`src/include/adcsq_params.svh`:
```
/*
 * Constants of the ADC conversion sequencer: register offsets, field positions,
 * reset values and timing counts.
 * Assumes it is included by the package only, never compiled on its own.
 */
//
// Behaviour
// - Conversion clock is the instruction clock divided by four, fixed.
// - Inputs 0..3 form bank A, inputs 4..7 bank B, one sample-hold each.
// - Pipeline takes a sample each conversion tick; result emerges 4 ticks later.
// - Simultaneous mode samples pairs 0/4, 1/5, 2/6, 3/7 in that order.
// - Simultaneous pairs are sampled two conversion ticks apart, first right after start.
// - Sequential mode samples channels 0 to 7 one per conversion tick.
// - Each result is written left-aligned to its own channel result register.
// - A per-pair flag in the status register sets when that pair finishes.
// - When all eight results are written, the completion interrupt is raised.
// - After a sequence, channel 0 converts continuously into the monitor register.
// - Offset calibration ties both sample-hold terminals to the reference.
// - Gain calibration routes the calibration input to both sample-holds.
// - Per-channel range bits in range register; monitor range bit in status.
// - Control bit 0 selects start: clear is PWM sync edge, set is external pin edge.
// - Internal start runs a sequence on each PWM sync edge that arrives while no sequence is busy, once or twice per period.
// - Reset clears the start select bit, selecting PWM-synchronised start.
// - Control bits 4:3 select simultaneous, sequential, offset or gain mode; reset 00.
// - Result registers hold the 12-bit code in bits 15:4, low four bits zero.
// - Range register is eight bits, bit n for channel n.
`ifndef ADCSQ_PARAMS_SVH
`define ADCSQ_PARAMS_SVH

`define ADCSQ_DIV_LAST 2'h3
`define ADCSQ_LAT 4
`define ADCSQ_FIFO_DEPTH 4

`define ADCSQ_OFF_RESULT0 4'h0
`define ADCSQ_OFF_RESULT7 4'h7
`define ADCSQ_OFF_MONITOR 4'h8
`define ADCSQ_OFF_RANGE 4'h9
`define ADCSQ_OFF_STATUS 4'ha
`define ADCSQ_OFF_CONTROL 4'hb

`define ADCSQ_CTL_SRC_BIT 0
`define ADCSQ_CTL_MODE_LSB 3
`define ADCSQ_CTL_MODE_MSB 4
`define ADCSQ_RST_SRC 1'h0
`define ADCSQ_RST_MODE 2'h0

`define ADCSQ_ST_MON_OTR_BIT 4
`define ADCSQ_ST_BUSY_BIT 5

`define ADCSQ_ALL_WRITTEN 8'hff
`define ADCSQ_LOW_ZERO 4'h0

`endif

```
`src/include/adcsq_pkg.sv`:
```
/*
 * Types shared by the ADC conversion sequencer files.
 * Assumes adcsq_params.svh is on the include path.
 */
`include "adcsq_params.svh"

package adcsq_pkg;

   typedef enum logic [1:0] {
      ADCSQ_MODE_SIMUL,
      ADCSQ_MODE_SEQ,
      ADCSQ_MODE_OFFSET,
      ADCSQ_MODE_GAIN
   } adcsq_mode_e;

   typedef enum logic [1:0] {
      ADCSQ_SRC_INPUT,
      ADCSQ_SRC_REFERENCE,
      ADCSQ_SRC_GAIN
   } adcsq_sha_src_e;

   typedef enum logic [1:0] {
      ADCSQ_IDLE,
      ADCSQ_SEQ,
      ADCSQ_MON
   } adcsq_state_e;

   typedef struct packed {
      logic valid;
      logic mon;
      logic [2:0] ch;
   } adcsq_tag_s;

   typedef struct packed {
      logic mon;
      logic [2:0] ch;
      logic out_of_range_bit;
      logic [11:0] code;
   } adcsq_word_s;

endpackage : adcsq_pkg

```
`src/adcsq_fifo.sv`:
```
/*
 * Small synchronous FIFO with valid and ready on both sides.
 * Assumes one clock and an asynchronous active-low reset.
 */
`timescale 1ns/1ps

module adcsq_fifo #(
   parameter int WIDTH = 17,
   parameter int DEPTH = 4
) (
   // Clock and reset.
   input wire logic i_ref_clk,
   input wire logic i_arst_n,
   // Fill side.
   input wire logic i_in_valid,
   output logic o_in_ready,
   input wire logic [WIDTH-1:0] i_in_data,
   // Drain side.
   input wire logic i_out_ready,
   output logic o_out_valid,
   output logic [WIDTH-1:0] o_out_data
);

   localparam int AW = (DEPTH > 1) ? $clog2(DEPTH) : 1;

   typedef struct packed {
      logic [DEPTH-1:0][WIDTH-1:0] mem;
      logic [AW-1:0] wr;
      logic [AW-1:0] rd;
      logic [AW:0] count;
   } adcsq_fifo_s;

   adcsq_fifo_s q;
   adcsq_fifo_s next_q;
   logic push;
   logic pop;

   assign o_in_ready = (q.count != (AW+1)'(DEPTH));
   assign o_out_valid = (q.count != '0);
   assign o_out_data = q.mem[q.rd];
   assign push = i_in_valid & o_in_ready;
   assign pop = o_out_valid & i_out_ready;

   always_comb begin
      next_q = q;
      if (push) begin
         next_q.mem[q.wr] = i_in_data;
         next_q.wr = (q.wr == AW'(DEPTH - 1)) ? '0 : q.wr + AW'(1);
      end
      if (pop) begin
         next_q.rd = (q.rd == AW'(DEPTH - 1)) ? '0 : q.rd + AW'(1);
      end
      if (push && !pop) begin
         next_q.count = q.count + (AW+1)'(1);
      end else if (pop && !push) begin
         next_q.count = q.count - (AW+1)'(1);
      end
   end

   always_ff @(posedge i_ref_clk or negedge i_arst_n) begin
      if (!i_arst_n) begin
         q <= '0;
      end else begin
         q <= next_q;
      end
   end

endmodule : adcsq_fifo

```
`src/adcsq_sequencer.sv`:
```
/*
 * ADC conversion sequencer: start selection, sample-hold and multiplexer
 * sequencing, result and flag registers on the data memory port.
 * Assumes i_ref_clk is the instruction clock, the analogue core returns the
 * code of a sample on i_core_code/i_core_otr when its tag leaves the latency
 * line, and the register port is a simple synchronous data memory port.
 */
`timescale 1ns/1ps

module adcsq_sequencer (
   // Clock and reset.
   input wire logic i_ref_clk,
   input wire logic i_arst_n,
   // Convert start sources.
   input wire logic i_pwm_period_sync,
   input wire logic i_ext_start_pin,
   // Data memory register port.
   input wire logic [3:0] i_dm_addr,
   input wire logic i_dm_rd,
   input wire logic i_dm_wr,
   input wire logic [15:0] i_dm_wdata,
   output logic [15:0] o_dm_rdata,
   // Analogue core control.
   output logic o_conv_tick,
   output logic o_sha_a_sample,
   output logic o_sha_b_sample,
   output logic [1:0] o_mux_a_sel,
   output logic [1:0] o_mux_b_sel,
   output logic o_core_from_b,
   output adcsq_pkg::adcsq_sha_src_e o_sha_src,
   // Analogue core result.
   input wire logic [11:0] i_core_code,
   input wire logic i_core_otr,
   // Completion interrupt.
   output logic o_conv_done_irq
);
   import adcsq_pkg::*;

   typedef struct packed {
      logic [1:0] div;
      logic tick;
      adcsq_state_e st;
      logic [2:0] step;
      logic start_src;
      adcsq_mode_e mode;
      logic prev_pwm;
      logic prev_ext;
      logic busy;
      adcsq_tag_s [`ADCSQ_LAT-1:0] tags;
      logic [7:0][15:0] result;
      logic [15:0] monitor;
      logic [7:0] range;
      logic [3:0] pair_done;
      logic mon_otr;
      logic [7:0] written;
      logic irq;
      logic [15:0] rdata;
      logic sha_a;
      logic sha_b;
      logic [1:0] mux_a;
      logic [1:0] mux_b;
      logic core_b;
      adcsq_sha_src_e src;
   } adcsq_seq_s;

   adcsq_seq_s q;
   adcsq_seq_s next_q;

   logic fifo_in_ready;
   logic fifo_in_valid;
   adcsq_word_s fifo_in;
   logic fifo_out_valid;
   logic fifo_out_ready;
   adcsq_word_s fifo_out;
   logic [16:0] fifo_out_raw;
   logic advance;
   logic start_edge;
   adcsq_tag_s tag_out;

   assign tag_out = q.tags[`ADCSQ_LAT-1];
   // The line only moves when the FIFO can take what leaves it.
   assign advance = q.tick & fifo_in_ready;
   assign fifo_in_valid = q.tick & tag_out.valid;
   assign fifo_in = '{mon: tag_out.mon, ch: tag_out.ch, out_of_range_bit: i_core_otr, code: i_core_code};
   // Register reads own the result store for their cycle.
   assign fifo_out_ready = ~i_dm_rd;
   assign fifo_out = adcsq_word_s'(fifo_out_raw);
   // Rising edge of the selected start source only.
   assign start_edge = q.start_src ? (i_ext_start_pin & ~q.prev_ext)
                                   : (i_pwm_period_sync & ~q.prev_pwm);

   adcsq_fifo #(
      .WIDTH($bits(adcsq_word_s)),
      .DEPTH(`ADCSQ_FIFO_DEPTH)
   ) u_fifo (
      .i_ref_clk(i_ref_clk),
      .i_arst_n(i_arst_n),
      .i_in_valid(fifo_in_valid),
      .o_in_ready(fifo_in_ready),
      .i_in_data(fifo_in),
      .i_out_ready(fifo_out_ready),
      .o_out_valid(fifo_out_valid),
      .o_out_data(fifo_out_raw)
   );

   always_comb begin
      adcsq_tag_s feed;
      logic [7:0] now_written;
      feed = '0;
      now_written = '0;
      next_q = q;
      next_q.irq = 1'b0;
      next_q.sha_a = 1'b0;
      next_q.sha_b = 1'b0;
      next_q.prev_pwm = i_pwm_period_sync;
      next_q.prev_ext = i_ext_start_pin;

      // Conversion tick from the free-running divider.
      next_q.div = q.div + 2'h1;
      next_q.tick = (q.div == `ADCSQ_DIV_LAST);

      // Sample-hold input routing follows the mode.
      case (q.mode)
         ADCSQ_MODE_OFFSET: next_q.src = ADCSQ_SRC_REFERENCE;
         ADCSQ_MODE_GAIN: next_q.src = ADCSQ_SRC_GAIN;
         default: next_q.src = ADCSQ_SRC_INPUT;
      endcase

      // Feeding the core, one sample per conversion tick.
      if (advance) begin
         case (q.st)
            ADCSQ_SEQ: begin
               feed.valid = 1'b1;
               if (q.mode == ADCSQ_MODE_SEQ) begin
                  feed.ch = q.step;
                  next_q.sha_a = ~q.step[2];
                  next_q.sha_b = q.step[2];
                  next_q.mux_a = q.step[1:0];
                  next_q.mux_b = q.step[1:0];
               end else begin
                  feed.ch = {q.step[0], q.step[2:1]};
                  next_q.sha_a = ~q.step[0];
                  next_q.sha_b = ~q.step[0];
                  next_q.mux_a = q.step[2:1];
                  next_q.mux_b = q.step[2:1];
               end
               next_q.core_b = feed.ch[2];
               next_q.step = q.step + 3'h1;
               if (q.step == 3'h7) begin
                  next_q.st = ADCSQ_MON;
               end
            end
            ADCSQ_MON: begin
               feed.valid = 1'b1;
               feed.mon = 1'b1;
               feed.ch = 3'h0;
               next_q.sha_a = 1'b1;
               next_q.mux_a = 2'h0;
               next_q.core_b = 1'b0;
            end
            default: begin
               feed = '0;
            end
         endcase
         // Latency line: a sample's code is taken as its tag leaves.
         next_q.tags = {q.tags[`ADCSQ_LAT-2:0], feed};
      end

      // Writing results drained from the FIFO.
      if (fifo_out_valid && fifo_out_ready) begin
         if (fifo_out.mon) begin
            next_q.monitor = {fifo_out.code, `ADCSQ_LOW_ZERO};
            next_q.mon_otr = fifo_out.out_of_range_bit;
         end else begin
            next_q.result[fifo_out.ch] = {fifo_out.code, `ADCSQ_LOW_ZERO};
            next_q.range[fifo_out.ch] = fifo_out.out_of_range_bit;
            now_written = q.written;
            now_written[fifo_out.ch] = 1'b1;
            next_q.written = now_written;
            if (fifo_out.ch[2] || q.mode == ADCSQ_MODE_SEQ) begin
               // A pair ends with its bank B member; in sequential mode the flag
               // only tracks channel order and must not be trusted.
               if (fifo_out.ch[2]) begin
                  next_q.pair_done[fifo_out.ch[1:0]] = 1'b1;
               end
            end
            if (now_written == `ADCSQ_ALL_WRITTEN) begin
               next_q.irq = 1'b1;
               next_q.busy = 1'b0;
               next_q.written = '0;
            end
         end
      end

      // A start is honoured only between sequences.
      if (start_edge && !q.busy) begin
         next_q.busy = 1'b1;
         next_q.st = ADCSQ_SEQ;
         next_q.step = 3'h0;
         next_q.pair_done = '0;
         next_q.written = '0;
      end

      // Register port, one-cycle read latency.
      next_q.rdata = '0;
      if (i_dm_rd) begin
         if (i_dm_addr <= `ADCSQ_OFF_RESULT7) begin
            next_q.rdata = q.result[i_dm_addr[2:0]];
         end else if (i_dm_addr == `ADCSQ_OFF_MONITOR) begin
            next_q.rdata = q.monitor;
         end else if (i_dm_addr == `ADCSQ_OFF_RANGE) begin
            next_q.rdata = {8'h00, q.range};
         end else if (i_dm_addr == `ADCSQ_OFF_STATUS) begin
            next_q.rdata[3:0] = q.pair_done;
            next_q.rdata[`ADCSQ_ST_MON_OTR_BIT] = q.mon_otr;
            next_q.rdata[`ADCSQ_ST_BUSY_BIT] = q.busy;
         end else if (i_dm_addr == `ADCSQ_OFF_CONTROL) begin
            next_q.rdata[`ADCSQ_CTL_SRC_BIT] = q.start_src;
            next_q.rdata[`ADCSQ_CTL_MODE_MSB:`ADCSQ_CTL_MODE_LSB] = q.mode;
         end else begin
            next_q.rdata = '0;
         end
      end
      if (i_dm_wr && i_dm_addr == `ADCSQ_OFF_CONTROL) begin
         next_q.start_src = i_dm_wdata[`ADCSQ_CTL_SRC_BIT];
         next_q.mode = adcsq_mode_e'(i_dm_wdata[`ADCSQ_CTL_MODE_MSB:`ADCSQ_CTL_MODE_LSB]);
      end
   end

   always_ff @(posedge i_ref_clk or negedge i_arst_n) begin
      if (!i_arst_n) begin
         q <= '0;
         q.st <= ADCSQ_IDLE;
         q.start_src <= `ADCSQ_RST_SRC;
         q.mode <= adcsq_mode_e'(`ADCSQ_RST_MODE);
         q.src <= ADCSQ_SRC_INPUT;
      end else begin
         q <= next_q;
      end
   end

   assign o_dm_rdata = q.rdata;
   assign o_conv_tick = q.tick;
   assign o_sha_a_sample = q.sha_a;
   assign o_sha_b_sample = q.sha_b;
   assign o_mux_a_sel = q.mux_a;
   assign o_mux_b_sel = q.mux_b;
   assign o_core_from_b = q.core_b;
   assign o_sha_src = q.src;
   assign o_conv_done_irq = q.irq;

endmodule : adcsq_sequencer

```
`config.mk`:
```
export PLATFORM = sky130hd
export DESIGN_NAME = adcsq_sequencer
export DESIGN_NICKNAME = d
export VERILOG_FILES = /design/src/include/adcsq_pkg.sv /design/src/adcsq_fifo.sv /design/src/adcsq_sequencer.sv
export VERILOG_INCLUDE_DIRS = /design/src /design/src/include
export SDC_FILE = /design/constraint.sdc
export NUM_CORES = 1
export LEC_CHECK = 0
export BUFFER_PORTS_ARGS = -buffer_cell sky130_fd_sc_hd__buf_2
export CAP_MARGIN = 25
export CORE_AREA = 2 2 131 158
export DETAILED_ROUTE_END_ITERATION = 16
export DIE_AREA = 0 0 133 160
export PLACE_DENSITY = 0.77
export SYNTH_ARGS = -nofsm -noshare
export SYNTH_HDL_FRONTEND = slang
export SYNTH_SLANG_ARGS = --single-unit
```
`constraint.sdc`:
```
create_clock -name i_ref_clk -period 4.8 [get_ports i_ref_clk]
set_clock_uncertainty 0.05 [all_clocks]
set_input_delay 0.96 -clock i_ref_clk [delete_from_list [all_inputs] [get_ports i_ref_clk]]
set_output_delay 0.96 -clock i_ref_clk [all_outputs]
set_load 0.005 [all_outputs]
```
==> impl_results.md <==
- Status: completed
- Synth async-reset ratio: 100%
- Hold_buf cts: 0
- Clk sinks: 264
- Area delta synth->final: 10.3%
- Vias: 6686
- Pwr/cell area: 596 nW/um^2
- Ys Warns: 0
- Clk_lat worst skew: 0.52 ns
- Distinct cells, synth: 52
- GRT Max-Usage Layer: met2
- Grt met2 use: 40.2%
- Crit start category: flop
- EDFF count, synth: 0
- Die W: 133 microns
- Max Cap Viol: 0
- Number of global-route vias before repair: 7262
- CP endpoint kind: flop
- Placeable Area: 19900 sq um
- Final net count: 901
- Final Hold Fails: 0
- # resized after CTS: 0
- Rel. slew slack: 32.9%
- Routability congestion estimate: 0.758
- First-pass GRT wire length: 38100 microns
- Die height: 160 microns
- Clk Tree Root Cell: clkbuf_16
- Dpl hpwl: 14500 microns
- Leakage: 6.08 nW
- Initial DRC Count: 399
- Min Clock Period, post-route: 3.40 ns
- Sequential area share after synthesis: 56.9%
- Global-route met3 utilization: 3.24%
- Synth Area per Inst: 14.1 sq um
- Cell count after synthesis: 823
- DRC viols: 0
- GRT overflow: 0
- Max Freq: 294 MHz
- Remaining antenna violation count: 0
- Post-DP Area: 11900 sq um
- Initial antenna violation count: 1
- I/O Pins: 66
- Starting density of the core: 58.4%
- Share of cells above drive strength 1: 39.2%
- H-Tree Level Count: 1
- Non-Filler Instances: 1134
- Setup ws final: 1.40 ns
- Routed WL: 22900 microns
- Max VDD drop: 0.334 mV
- #FFs+latches synth: 264
- Fillcell total: 1385
- Fin area: 12800 sq um
- Total power: 7.63 mW
- M1 GR Usage: 28.6%
- Die Footprint: 21300 sq um
- Predominant post-synthesis flop cell: dfrtp_1
- Pre-CTS WS: 1.44 ns
- Vias per Instance: 5.90
- Slew @ Worst Pin: 1.00 ns
- CTS tree: built
- Worst Path Required: 5.15 ns
- # rows: 57
- CTS max path bufs: 3
- RSZ-0062 raised after global routing: no
- Slew Viols, Final: 0
- Setup violators final: 0
- IO Port Bufs: 52
- Largest net degree at the start of global routing: 138
- CP arrival: 3.75 ns
- Inst Count DP: 1087
- Synthesized area: 11600 sq um
- TNS Setup: 0 ns
- Critical path class: reg -> reg
- Worst-path clk slew: 0.06 ns
- Wire length per cell: 20.2 microns
- Router iterations before antenna repair: 5
- CTS Buf Count: 26
- Hold Crit Class: reg -> reg
- Setup bufs post-CTS: 0
- Synth Net Count: 874
- Period utilization: 70.9%
- GRT Overall Usage: 22.4%
- Worst-path maximum fanout: 20
layout by cell type, fill, tap and decap left out, drive strengths merged, types with 5 or more instances in the layout:
cell type | netlist | layout
dfrtp | 264 | 264
mux2 | 191 | 191
nand2 | 80 | 80
buf | 41 | 61
mux4 | 42 | 42
clkbuf | 21 | 39
o21ai | 23 | 23
nor2 | 23 | 23
mux2i | 18 | 18
and2 | 17 | 17
inv | 11 | 12
a21oi | 11 | 11
ha | 11 | 11
nor3 | 10 | 10
a21o | 7 | 7
nor2b | 6 | 6
clkinv | 1 | 6
a31oi | 5 | 5
final cells by class:
cell class	count	area, sq um	area share [%]
flip-flops and latches	264	6610	51.6
multi-input cells	485	4620	36.1
clock buffers	39	801	6.25
repair buffers	61	338	2.64
well taps	265	332	2.59
clock inverters	7	63.8	0.498
inverters	12	45.0	0.352
diodes	1	2.50	0.0195
cells by family after synthesis:
group	after synthesis	share of synthesized area, %
XOR/XNOR	4	0.302
buffers and inverters	74	3.33
adder cells (fa/ha/maj)	12	1.36
flip-flops	264	56.9
multiplexers	251	28.2
AND/OR/NAND/NOR	152	6.34
AO/OA/AOI/OAI	66	3.59
per-stage QoR:
step	hold WS, ns	util, %
after floorplan	0.351	-
after global placement	0.361	60.0
after detailed placement	0.376	60.0
after CTS	0.385	64.4
after global routing	0.397	64.4
final	0.382	64.4
flip-flops by register name (all words and copies together), names as in the netlist:
name,cells
q,158
o_sha_a_sample,1
o_sha_b_sample,1
o_conv_tick,1
o_mux_b_sel,2
o_mux_a_sel,2
o_core_from_b,1
o_sha_src,2
o_conv_done_irq,1
fifo_in,4
u_fifo.q,75
o_dm_rdata,16
worst max-delay path: stages (launching register included):
cell and delay [ns]:
dfrtp_1 0.34, buf_4 0.36, mux4_2 0.58, or3_1 0.58, nor2_4 0.29, nand2_1 0.56, mux2_2 0.50
report_power, final:
| group | switching (mW) | total (mW) | leakage (nW) | internal [mW] |
|---|---|---|---|---|
| logic | 1.11 | 2.24 | 2.24 | 1.13 |
| registers | 0.405 | 3.38 | 3.41 | 2.97 |
| clock network | 0.816 | 2.02 | 0.433 | 1.20 |
routing by layer:
metal  part of all wire (%)  wire length, microns
met1                     42                  9510
met2                     53                 12000
met3                    4.0                   911
met4                    1.8                   414
met5                      0                     0
cells in the mapped netlist, types with 3 or more instances:
cell / count / area share [%]
buf_4: 24 / 1.6
clkbuf_1: 21 / 0.68
dfrtp_1: 264 / 57
o41ai_1: 3 / 0.23
buf_2: 9 / 0.39
nor2b_1: 6 / 0.32
mux2i_1: 18 / 1.6
nand2_1: 80 / 2.6
inv_1: 11 / 0.36
mux2_1: 4 / 0.39
ha_1: 11 / 1.2
mux2_2: 187 / 18
and2_1: 17 / 0.92
nor2_1: 20 / 0.65
a31oi_1: 5 / 0.27
mux4_2: 42 / 8.1
a21o_1: 7 / 0.45
o21ai_0: 22 / 0.95
a221oi_1: 3 / 0.23
a22oi_1: 4 / 0.26
buf_1: 7 / 0.23
nor3_1: 8 / 0.34
nand3_1: 4 / 0.17
a211oi_1: 3 / 0.19
a21oi_1: 11 / 0.47
xor2_1: 3 / 0.23
final timing paths:
kind	slack (ns)	from	to	cells after the start
max in group asynchronous	3.06	i_arst_n	q[56]	2
min reg2reg	0.38	q[223]	q[223]	1
max	1.40	u_fifo.q[3]	q[72]	6
min	0.38	q[223]	q[223]	1
max reg2reg	1.40	u_fifo.q[3]	q[72]	6
min in group asynchronous	0.51	i_arst_n	q[212]	1
No activity file was read; power rests on OpenSTA's default activity.
